==> config.mk <==
export PLATFORM = sky130hd
export DESIGN_NAME = sbcc_top
export DESIGN_NICKNAME = d
export VERILOG_FILES = /design/src/rtl/sbcc_pkg.sv /design/src/rtl/sbcc_wait_gen.sv /design/src/rtl/sbcc_top.sv
export VERILOG_INCLUDE_DIRS = /design/src /design/src/rtl
export SDC_FILE = /design/constraint.sdc
export NUM_CORES = 1
export LEC_CHECK = 0
export BUFFER_PORTS_ARGS = -buffer_cell sky130_fd_sc_hd__buf_2
export CAP_MARGIN = 20
export CORE_ASPECT_RATIO = 1.75
export CORE_MARGIN = 3
export CORE_UTILIZATION = 25
export DETAILED_ROUTE_END_ITERATION = 10
export GPL_TIMING_DRIVEN = 0
export SETUP_SLACK_MARGIN = 0.1
export SLEW_MARGIN = 0
export SYNTH_ARGS = -nofsm -noshare
export SYNTH_HDL_FRONTEND = slang
export SYNTH_SLANG_ARGS = --single-unit
==> constraint.sdc <==
create_clock -name CLK -period 7.05 [get_ports CLK]
set_input_delay 1.7625 -clock CLK [delete_from_list [all_inputs] [get_ports CLK]]
set_output_delay 1.7625 -clock CLK [all_outputs]
set_load 0.05 [all_outputs]
==> src/rtl/sbcc_params.svh <==
`ifndef SBCC_PARAMS_SVH
`define SBCC_PARAMS_SVH
`define SBCC_MODE_BUS 7
`define SBCC_MODE_CPU 6
`define SBCC_MODE_RSV_HI 5
`define SBCC_MODE_RSV_LO 3
`define SBCC_CFG_REL 7
`define SBCC_CFG_WT_HI 6
`define SBCC_CFG_WT_LO 4
`define SBCC_CFG_LOW_RST 4'hC
`define SBCC_PAGE_RST 8'h00
`define SBCC_CS0_ROM_HI 4'h3
`define SBCC_CS1_HI 4'h1
`define SBCC_CS2_HI 4'h2
`define SBCC_LOW_HI 4'h0
`define SBCC_IRAM_LO 24'h00D800
`define SBCC_IRAM_HI 24'h00F7FF
`define SBCC_INT_LO 24'h00D800
`define SBCC_INT_HI 24'h00FFFF
`endif

==> src/rtl/sbcc_pkg.sv <==
package sbcc_pkg;
    typedef enum logic [2:0] {
        ST_IDLE = 3'b000,
        ST_T1 = 3'b001,
        ST_T2 = 3'b010,
        ST_T3 = 3'b011,
        ST_WAIT = 3'b100,
        ST_T4 = 3'b101,
        ST_REL = 3'b110
    } sbcc_bus_st_t;

    typedef struct packed {
        logic [3:0] cnt;
    } sbcc_wait_t;

    typedef struct packed {
        logic [21:0] r;
        logic [7:0] p_out;
        logic [7:0] p_oe;
        logic [3:0] r3;
    } sbcc_pins_t;

    typedef struct packed {
        logic strap_done;
        logic rom_off;
        logic bus_mode_select;
        logic cpu_size_mode_select;
        logic [2:0] mode_rsv;
        logic [2:0] cs_en;
        logic [7:0] stack_page_register;
        logic bus_release_enable;
        logic [2:0] wait_state_field;
        logic [3:0] cfg_low;
        logic mode_wr;
        logic page_wr;
        logic mask_hold;
        logic int_mask;
        sbcc_bus_st_t st;
        logic [23:0] addr;
        logic wr;
        logic [7:0] wdata;
        logic ext;
        logic [2:0] cs_sel;
        logic [2:0] acc_wait;
        logic slow;
        logic done;
        logic [7:0] rdata;
        logic grant;
        logic [23:0] stack_addr;
        logic in_bit3;
        sbcc_pins_t pins;
    } sbcc_state_t;
endpackage : sbcc_pkg

==> src/rtl/sbcc_wait_gen.sv <==
`timescale 1ns/1ns
// Counts 2*code clock-cycle wait states
module sbcc_wait_gen (
    // Clock and reset
    input wire logic clk,
    input wire logic rst_n,
    // Control
    input wire logic start,
    input wire logic [2:0] code,
    // Status
    output logic busy,
    output logic last
);
    sbcc_pkg::sbcc_wait_t s, n;

    always_comb begin
        n = s;
        if (start) begin
            n.cnt = {code, 1'b0};
        end else if (s.cnt != 4'h0) begin
            n.cnt = s.cnt - 4'h1;
        end
    end

    always_ff @(posedge clk or negedge rst_n) begin
        if (!rst_n) begin
            s <= '0;
        end else begin
            s <= n;
        end
    end

    assign busy = (s.cnt != 4'h0);
    assign last = (s.cnt == 4'h1);
endmodule : sbcc_wait_gen

==> src/rtl/sbcc_top.sv <==
`timescale 1ns/1ns
`include "sbcc_params.svh"
module sbcc_top (
    // Clock and reset
    input wire logic CLK,
    input wire logic RESETN,
    // Strap and clock source
    input wire logic PROCESSOR_TYPE_PIN,
    input wire logic LOW_SPEED_OSCILLATOR,
    // Software writes
    input wire logic WR_MODE,
    input wire logic WR_STACK_PAGE,
    input wire logic WR_CONFIG,
    input wire logic [7:0] WR_DATA,
    input wire logic INSTR_END,
    // Register readback
    output logic [7:0] MODE_REG,
    output logic [7:0] STACK_PAGE_REG,
    output logic [7:0] CONFIG_REG,
    // Status
    output logic BUS_EXPANSION,
    output logic CPU_MAXIMUM,
    output logic INTERNAL_ROM_EN,
    output logic INT_MASK,
    // CPU access
    input wire logic ACC_REQ,
    input wire logic ACC_WRITE,
    input wire logic [23:0] ACC_ADDR,
    input wire logic [7:0] ACC_WDATA,
    output logic ACC_DONE,
    output logic [7:0] ACC_RDATA,
    output logic ACC_EXTERNAL,
    // Stack
    input wire logic [15:0] STACK_POINTER,
    output logic [23:0] STACK_ADDR,
    // Port function data
    input wire logic [21:0] PORT_R_DATA,
    input wire logic [7:0] PORT_P_DATA,
    input wire logic [7:0] PORT_P_OE,
    input wire logic [3:0] PORT_BITS_30_33,
    // Pins
    output logic [21:0] PIN_R_OUT,
    input wire logic [7:0] PIN_P_IN,
    output logic [7:0] PIN_P_OUT,
    output logic [7:0] PIN_P_OE,
    output logic [3:0] PIN_BITS_30_33,
    input wire logic BUS_REQUEST_IN,
    output logic INPUT_PORT_BIT_3,
    output logic BUS_GRANT
);
    localparam sbcc_pkg::sbcc_state_t RST_VAL = '{
        int_mask: 1'b1,
        cfg_low: `SBCC_CFG_LOW_RST,
        stack_page_register: `SBCC_PAGE_RST,
        st: sbcc_pkg::ST_IDLE,
        default: '0
    };

    logic [1:0] rst_sync_ff;
    logic rst_n;
    sbcc_pkg::sbcc_state_t s, n;
    logic start_wait;
    logic wait_busy;
    logic wait_last;
    logic [3:0] dec;
    logic bus_on;
    logic rd_ph;
    logic wr_ph;

    always_ff @(posedge CLK or negedge RESETN) begin
        if (!RESETN) begin
            rst_sync_ff <= 2'h0;
        end else begin
            rst_sync_ff <= {rst_sync_ff[0], 1'b1};
        end
    end
    assign rst_n = rst_sync_ff[1];

    // {external, select 2, select 1, select 0}
    function automatic logic [3:0] decode_region(input logic [23:0] a, input logic rom_off,
                                                 input logic bus_exp);
        logic internal;
        logic [3:0] hi;
        logic [3:0] r;
        hi = a[23:20];
        if (rom_off) begin
            internal = (a >= `SBCC_INT_LO) && (a <= `SBCC_INT_HI);
        end else begin
            internal = (hi == `SBCC_LOW_HI);
        end
        r[3] = bus_exp && !internal;
        r[0] = r[3] && (rom_off ? (hi == `SBCC_LOW_HI) : (hi == `SBCC_CS0_ROM_HI));
        r[1] = r[3] && (hi == `SBCC_CS1_HI);
        r[2] = r[3] && (hi == `SBCC_CS2_HI);
        return r;
    endfunction : decode_region

    assign dec = decode_region(ACC_ADDR, s.rom_off, s.bus_mode_select);
    // Internal and low-speed accesses skip the wait phase entirely
    assign start_wait = (s.st == sbcc_pkg::ST_T3) && s.ext && !s.slow && (s.acc_wait != 3'h0);

    sbcc_wait_gen u_wait (
        .clk(CLK),
        .rst_n(rst_n),
        .start(start_wait),
        .code(s.acc_wait),
        .busy(wait_busy),
        .last(wait_last)
    );

    always_comb begin
        n = s;
        n.done = 1'b0;
        n.in_bit3 = BUS_REQUEST_IN;
        if (!s.strap_done) begin
            // Strap taken once, after reset release
            n.strap_done = 1'b1;
            n.rom_off = !PROCESSOR_TYPE_PIN;
            n.bus_mode_select = !PROCESSOR_TYPE_PIN;
            n.cpu_size_mode_select = 1'b0;
            n.cs_en = {2'h0, !PROCESSOR_TYPE_PIN};
        end else begin
            if (WR_MODE) begin
                // Without internal ROM single chip is meaningless, so bus bit is held
                n.bus_mode_select = s.rom_off | WR_DATA[`SBCC_MODE_BUS];
                n.cpu_size_mode_select = WR_DATA[`SBCC_MODE_CPU];
                n.mode_rsv = WR_DATA[`SBCC_MODE_RSV_HI:`SBCC_MODE_RSV_LO];
                n.cs_en = WR_DATA[2:0];
            end
            if (WR_STACK_PAGE) begin
                n.stack_page_register = WR_DATA;
            end
            if (WR_CONFIG) begin
                n.bus_release_enable = WR_DATA[`SBCC_CFG_REL];
                n.wait_state_field = WR_DATA[`SBCC_CFG_WT_HI:`SBCC_CFG_WT_LO];
                n.cfg_low = WR_DATA[3:0];
            end
        end
        n.mode_wr = s.mode_wr | WR_MODE;
        n.page_wr = s.page_wr | WR_STACK_PAGE;
        if (WR_STACK_PAGE) begin
            n.mask_hold = 1'b1;
        end else if (INSTR_END) begin
            n.mask_hold = 1'b0;
        end
        n.int_mask = !(n.mode_wr && n.page_wr) || n.mask_hold;
        case (s.st)
            sbcc_pkg::ST_IDLE: begin
                // New enable value so a clearing write never leaves a grant behind
                if (n.bus_release_enable && !BUS_REQUEST_IN) begin
                    n.st = sbcc_pkg::ST_REL;
                    n.grant = 1'b1;
                    n.ext = 1'b0;
                    n.cs_sel = 3'h0;
                end else if (ACC_REQ && !s.done) begin
                    n.st = sbcc_pkg::ST_T1;
                    n.addr = ACC_ADDR;
                    n.wr = ACC_WRITE;
                    n.wdata = ACC_WDATA;
                    n.ext = dec[3];
                    n.cs_sel = dec[2:0];
                    n.acc_wait = s.wait_state_field;
                    n.slow = LOW_SPEED_OSCILLATOR;
                end
            end
            sbcc_pkg::ST_T1: begin
                n.st = sbcc_pkg::ST_T2;
            end
            sbcc_pkg::ST_T2: begin
                n.st = sbcc_pkg::ST_T3;
            end
            sbcc_pkg::ST_T3: begin
                n.st = start_wait ? sbcc_pkg::ST_WAIT : sbcc_pkg::ST_T4;
            end
            sbcc_pkg::ST_WAIT: begin
                if (wait_last || !wait_busy) begin
                    n.st = sbcc_pkg::ST_T4;
                end
            end
            sbcc_pkg::ST_T4: begin
                n.st = sbcc_pkg::ST_IDLE;
                n.done = 1'b1;
                if (s.ext && !s.wr) begin
                    n.rdata = PIN_P_IN;
                end
                n.ext = 1'b0;
                n.cs_sel = 3'h0;
            end
            sbcc_pkg::ST_REL: begin
                if (BUS_REQUEST_IN || !n.bus_release_enable) begin
                    n.st = sbcc_pkg::ST_IDLE;
                    n.grant = 1'b0;
                end
            end
            default: begin
                n.st = sbcc_pkg::ST_IDLE;
            end
        endcase
        n.stack_addr = {n.stack_page_register, STACK_POINTER};
        bus_on = (n.st != sbcc_pkg::ST_IDLE) && (n.st != sbcc_pkg::ST_REL);
        rd_ph = bus_on && (n.st != sbcc_pkg::ST_T1);
        wr_ph = (n.st == sbcc_pkg::ST_T3) || (n.st == sbcc_pkg::ST_WAIT);
        if (n.bus_mode_select) begin
            n.pins.r = {!(n.ext && n.wr && wr_ph), !(n.ext && !n.wr && rd_ph), n.addr[19:0]};
            n.pins.p_out = n.wdata;
            n.pins.p_oe = {8{n.ext && n.wr && rd_ph}};
        end else begin
            n.pins.r = PORT_R_DATA;
            n.pins.p_out = PORT_P_DATA;
            n.pins.p_oe = PORT_P_OE;
        end
        for (int i = 0; i < 3; i++) begin
            if (n.bus_mode_select && n.cs_en[i]) begin
                n.pins.r3[i] = !(bus_on && n.ext && n.cs_sel[i]);
            end else begin
                n.pins.r3[i] = PORT_BITS_30_33[i];
            end
        end
        n.pins.r3[3] = n.bus_release_enable ? !n.grant : PORT_BITS_30_33[3];
    end

    always_ff @(posedge CLK or negedge rst_n) begin
        if (!rst_n) begin
            s <= RST_VAL;
        end else begin
            s <= n;
        end
    end

    assign MODE_REG = {s.bus_mode_select, s.cpu_size_mode_select, s.mode_rsv, s.cs_en};
    assign STACK_PAGE_REG = s.stack_page_register;
    assign CONFIG_REG = {s.bus_release_enable, s.wait_state_field, s.cfg_low};
    assign BUS_EXPANSION = s.bus_mode_select;
    assign CPU_MAXIMUM = s.cpu_size_mode_select;
    assign INTERNAL_ROM_EN = !s.rom_off;
    assign INT_MASK = s.int_mask;
    assign ACC_DONE = s.done;
    assign ACC_RDATA = s.rdata;
    assign ACC_EXTERNAL = s.ext;
    assign STACK_ADDR = s.stack_addr;
    assign PIN_R_OUT = s.pins.r;
    assign PIN_P_OUT = s.pins.p_out;
    assign PIN_P_OE = s.pins.p_oe;
    assign PIN_BITS_30_33 = s.pins.r3;
    assign INPUT_PORT_BIT_3 = s.in_bit3;
    assign BUS_GRANT = s.grant;

    // Checking helper: wait cycles seen in the current access
    logic [4:0] wcnt_ff;
    always_ff @(posedge CLK or negedge rst_n) begin
        if (!rst_n) begin
            wcnt_ff <= 5'h00;
        end else if (s.st == sbcc_pkg::ST_WAIT) begin
            wcnt_ff <= wcnt_ff + 5'h01;
        end else if (s.st == sbcc_pkg::ST_T1) begin
            wcnt_ff <= 5'h00;
        end
    end
endmodule : sbcc_top

==> After elaboration in Yosys (flattened, before gate mapping) <==
Cells that the tools add are included.
{ "totals": {"reg_bits": 157, "latchBits": 0, "ramBits": 0, "romBits": 0, "inputBits": 117, "out_inout_bits": 106, "elab_cells": 145, "memories": 0} }
{ "op_classes": {"addsub": 1, "mul": 0, "div": 0, "magnitude_cmp": 2, "eq_ne": 15, "n_shift": 0, "n_mux": 32, "bitwise": 4, "reduce_logical": 57} }
{ "ops": {"columns": ["op", "n"], "rows": [
  ["$mux W29", 2],
  ["$mux W44", 1],
  ["$mux W38", 1],
  ["$mux W8", 4],
  ["$logic_and A1 B1 Y1", 26],
  ["$ge A24 B16 Y1 const B", 1],
  ["$le A24 B16 Y1 const B", 1],
  ["$pmux W3 S6", 1],
  ["$logic_not A1 Y1", 17],
  ["$mux W16", 1],
  ["$eq A3 B3 Y1 const B", 4],
  ["$mux W3", 4],
  ["$mux W4", 3],
  ["$mux W1", 11],
  ["$eq A3 B2 Y1 const B", 3],
  ["$mux W9", 1],
  ["$eq A4 B1 Y1 const B", 2],
  ["$eq A4 B2 Y1 const B", 2],
  ["$pmux W4 S2", 1],
  ["$reduce_and A2 Y1", 3],
  ["$reduce_bool A3 Y1", 2],
  ["$logic_not A4 Y1", 1],
  ["$logic_or A1 B1 Y1", 4],
  ["$reduce_bool A4 Y1", 1],
  ["other kinds (12)", 14]
]} }

==> Longest topological paths before layout <==
{ "depth": {"word_depth": 15, "ltp_mapped": 8, "depth_no_buf": 8} }

==> Hierarchy <==
Synthesis repeated with hierarchy kept, for this count alone.
{ "hier_totals": {"hier_cells": 474, "area_unflattened_um2": 6434.9} }
{ "modules_own_cells": {"columns": ["mod", "instances", "cells_per_inst", "area_per_inst_um2", "seq_area_each_um2"], "rows": [
  ["sbcc_top", 1, 450, 6177.2, 3532.1],
  ["sbcc_wait_gen", 1, 24, 257.7, 100.1]
]} }

==> Least setup slack after synthesis <==
No wires, ideal clock.
{ "synth_path": {"kind": "input to register", "startpoint": "in ACC_ADDR[18]", "endpoint": "reg s, in the netlist PIN_BITS_30_33[0]", "setup_ns": 0.088, "t_arrival_ns": 3.184, "required_time_ns": 6.962, "setup_slack_ns": 3.777, "cell_stages": 6, "n_path_buf": 0, "cell_sequence": "or4_1 o31ai_1 nand3_1 and3_4 a32o_1 a41oi_1"} }
{ "synth_rtl": {"columns": ["element", "line_no", "rtl"], "rows": [
  ["start, declared", "sbcc_top.sv:28", "input wire logic [23:0] ACC_ADDR,"],
  ["end signal, assigned", "sbcc_top.sv:226", "s <= n;"],
  ["end, declared", "sbcc_top.sv:61", "sbcc_pkg::sbcc_state_t s, n;"]
]} }

==> results by group <==
Worst setup path
  – Kind of critical path: in -> reg
  – Critical path peak fanout: 10
  – Crit path required time: 7390 ps
  – Worst setup SP type: input port
  – Crit. End Element: flip-flop
  – Crit path from: WR_MODE
  – CP arrival: 3820 ps
  – Reg-to-Reg Start: s[150]
  – Reg2Reg Depth: 7

Synth
  – Main area contributors after synthesis: dfrtp_1, buf_4, mux2_2
  – YS warnings: 0
  – FF+latch count, synth: 145
  – Sequential area share after synthesis: 0.577
  – Syn_area_per_cell: 11.9 um2
  – Mapped Cells: 527
  – Post-synth cell types: 52
  – Synth Flop Type: dfrtp_1
  – Number of synthesized flops with an enable pin: 0
  – Post-synth top area share: 0.565
  – Cell taking the most area after synthesis: dfrtp_1
  – Asr flop ratio synth: 1.00
  – Synthesized area: 6290 um2

Floorplan
  – Die W: 126 um
  – Die Y: 216 um
  – Num rows: 76
  – Initial core utilization: 0.255
  – Core ar.: about 25000 um2
  – # IOs: 223
  – Die ar.: roughly 27000 um2

Placed design
  – Post-DP Area: a little under 8000 um2
  – HPWL after DPL: 12700 um
  – I/O Buffers: 221
  – Placer Congestion: 0.741
  – Pre-CTS WS: ~3000 ps

Clocking
  – CTS Buf Count: 17
  – H-Tree Depth: 4
  – Maximum buffer depth of the clock tree: 2
  – CTS tree: done
  – Worst-path clk slew: 70 ps
  – Skew-Pair Late Insertion Delay: 430 ps
  – Sink Count: 145
  – Clk root buf: clkbuf_16
  – CTS resizes: 0
  – Hold_buf cts: 0
  – Post-CTS setup buffer count: 0

Cells and area
  – Final instance area: 8470 um2
  – P&R area growth vs syn: 34.5%
  – Antenna cells: 0
  – Filler Cell Count: 2539
  – Most common cell after layout, fill and taps aside: buf_2
  – Share of layout cells above drive strength 1: 0.556
  – Final #Nets: 890
  – Layout Utilization: 0.343
  – Storage cell area: 3640 um2
  – Most frequent cells in the layout: buf_2, dfrtp_1, buf_4
  – Area of the multi-input gates: 1830 um2

Timing
  – Clock Skews: 14.5 ps
  – Max_slew headroom: 0.322
  – Final WS setup: 3570 ps
  – Fmax: ~290 MHz
  – Finish-stage setup viols: 0
  – Crit path time final: 3480 ps
  – Final setup TNS: 0 ps
  – Slew Limit Fails: 0
  – Final Hold Viols: 0
  – Fin crit share: 0.493
  – Slew @ Worst Pin: 1010 ps
  – RSZ-0062 raised after global routing: false

Run
  – Max-cap viol count: 0

GRT
  – Largest net degree at the start of global routing: 67
  – Global routing's busiest layer: met2
  – Overall Global Routing Usage: 0.123
  – Initial antenna violation count: 2
  – GR Overflow Total: 0
  – Grt met3 use: 0.0354
  – First-pass GRT wire length: 25500 um
  – Vias in the first global route: 4746
  – Met2 Use GR: 0.231
  – GR Util met1: 0.120

Power
  – Max VDD drop: 188 uV
  – Tot Pwr: 3.48 mW
  – LEAKAGE: ~4.3 nW
  – PwrDens: 411 nW/um2

Status
  – Outcome: finished, final reports clean

Detailed routing
  – Routed via count: 4442
  – DR WL/cell: 14.9 um
  – Final WL: about 16000 um
  – DRT Pass-1 Iters: 4
  – Number of routed nets with antenna violations: 0
  – Iteration-0 DRC count of the detailed router: 133
  – DRC: 0
  – DR vias/cell: between 4 and 5

Hold path
  – Min-delay worst type: reg -> async
per-stage QoR:
stage	std cells	hold WS [ps]
floorplan	528	331
global placement	1061	337
detailed placement	1063	258
CTS	1095	253
global route	1095	253
finish	1095	235
cells by family after synthesis:
family | synth area share
AOI/OAI and AO/OA | 0.0559
xor gates and xnor gates | 0.00557
adders and majority gates | 0.00596
buffers and inverters | 0.133
DFF | 0.577
muxes | 0.117
other | 0.000596
and+or+nand+nor | 0.105
cells in the mapped netlist (all sizes together) (3+ instances only):
cell type	number
dfrtp	142
or2	3
o21ai	7
a32o	3
nor3	4
inv	8
nor2b	6
nand2b	4
a41oi	3
nand2	17
buf	103
nor2	95
a21oi	7
mux2i	3
dfstp	3
mux2	63
ha	3
a21o	12
clkbuf	9
path summary, 6_finish.rpt:
path	end	slack (ps)
worst max-delay path	PIN_R_OUT[19]	3570
worst min-delay path	s[91]	230
worst max register to register	PIN_R_OUT[19]	4620
worst min register to register	s[91]	230
max in group asynchronous	rst_sync_ff[1]	5830
min in group CLK	rst_sync_ff[1]	350
critical path, cell delays in order:
cell and delay (ps):
clkbuf_1 360, nand2b_1 100, o22ai_1 120, a21o_1 160, clkbuf_1 480, clkbuf_1 570, nor2_1 110, nor2_1 140
per-layer routing:
| layer | vias to the layer above | routed length [um] |
|---|---|---|
| met5 | - | 27 |
| met4 | 4 | 512 |
| met3 | 27 | 803 |
| met2 | 122 | 9210 |
| met1 | 2157 | 5730 |
| li1 | 2132 | - |
flip-flops by register name (all words and copies together), names as in the netlist, 2 cells and up:
| signal | flops |
|---|---|
| MODE_REG | 6 |
| PIN_P_OUT | 8 |
| PIN_BITS_30_33 | 4 |
| rst_sync_ff | 2 |
| ACC_RDATA | 8 |
| s | 44 |
| PIN_R_OUT | 22 |
| u_wait.s | 4 |
| CONFIG_REG | 8 |
| PIN_P_OE | 8 |
| STACK_ADDR | 24 |
power breakdown:
part | switching, mW | leakage (nW) | internal (mW) | total, mW
clock network | 0.356 | 0.286 | 0.578 | 0.933
registers | 0.108 | 1.72 | 1.08 | 1.18
logic | 0.850 | 2.25 | 0.514 | 1.36
area by class of cell:
class | instances | share of cell area
timing repair buffer | 223 | 0.137
tap | 312 | 0.0461
inverter | 9 | 0.00399
buffer | 112 | 0.0947
clock buffer | 21 | 0.0544
multi-input combinational | 262 | 0.216
clock inverter | 11 | 0.0183
sequential | 145 | 0.429
No activity file was read; power rests on OpenSTA's default activity.
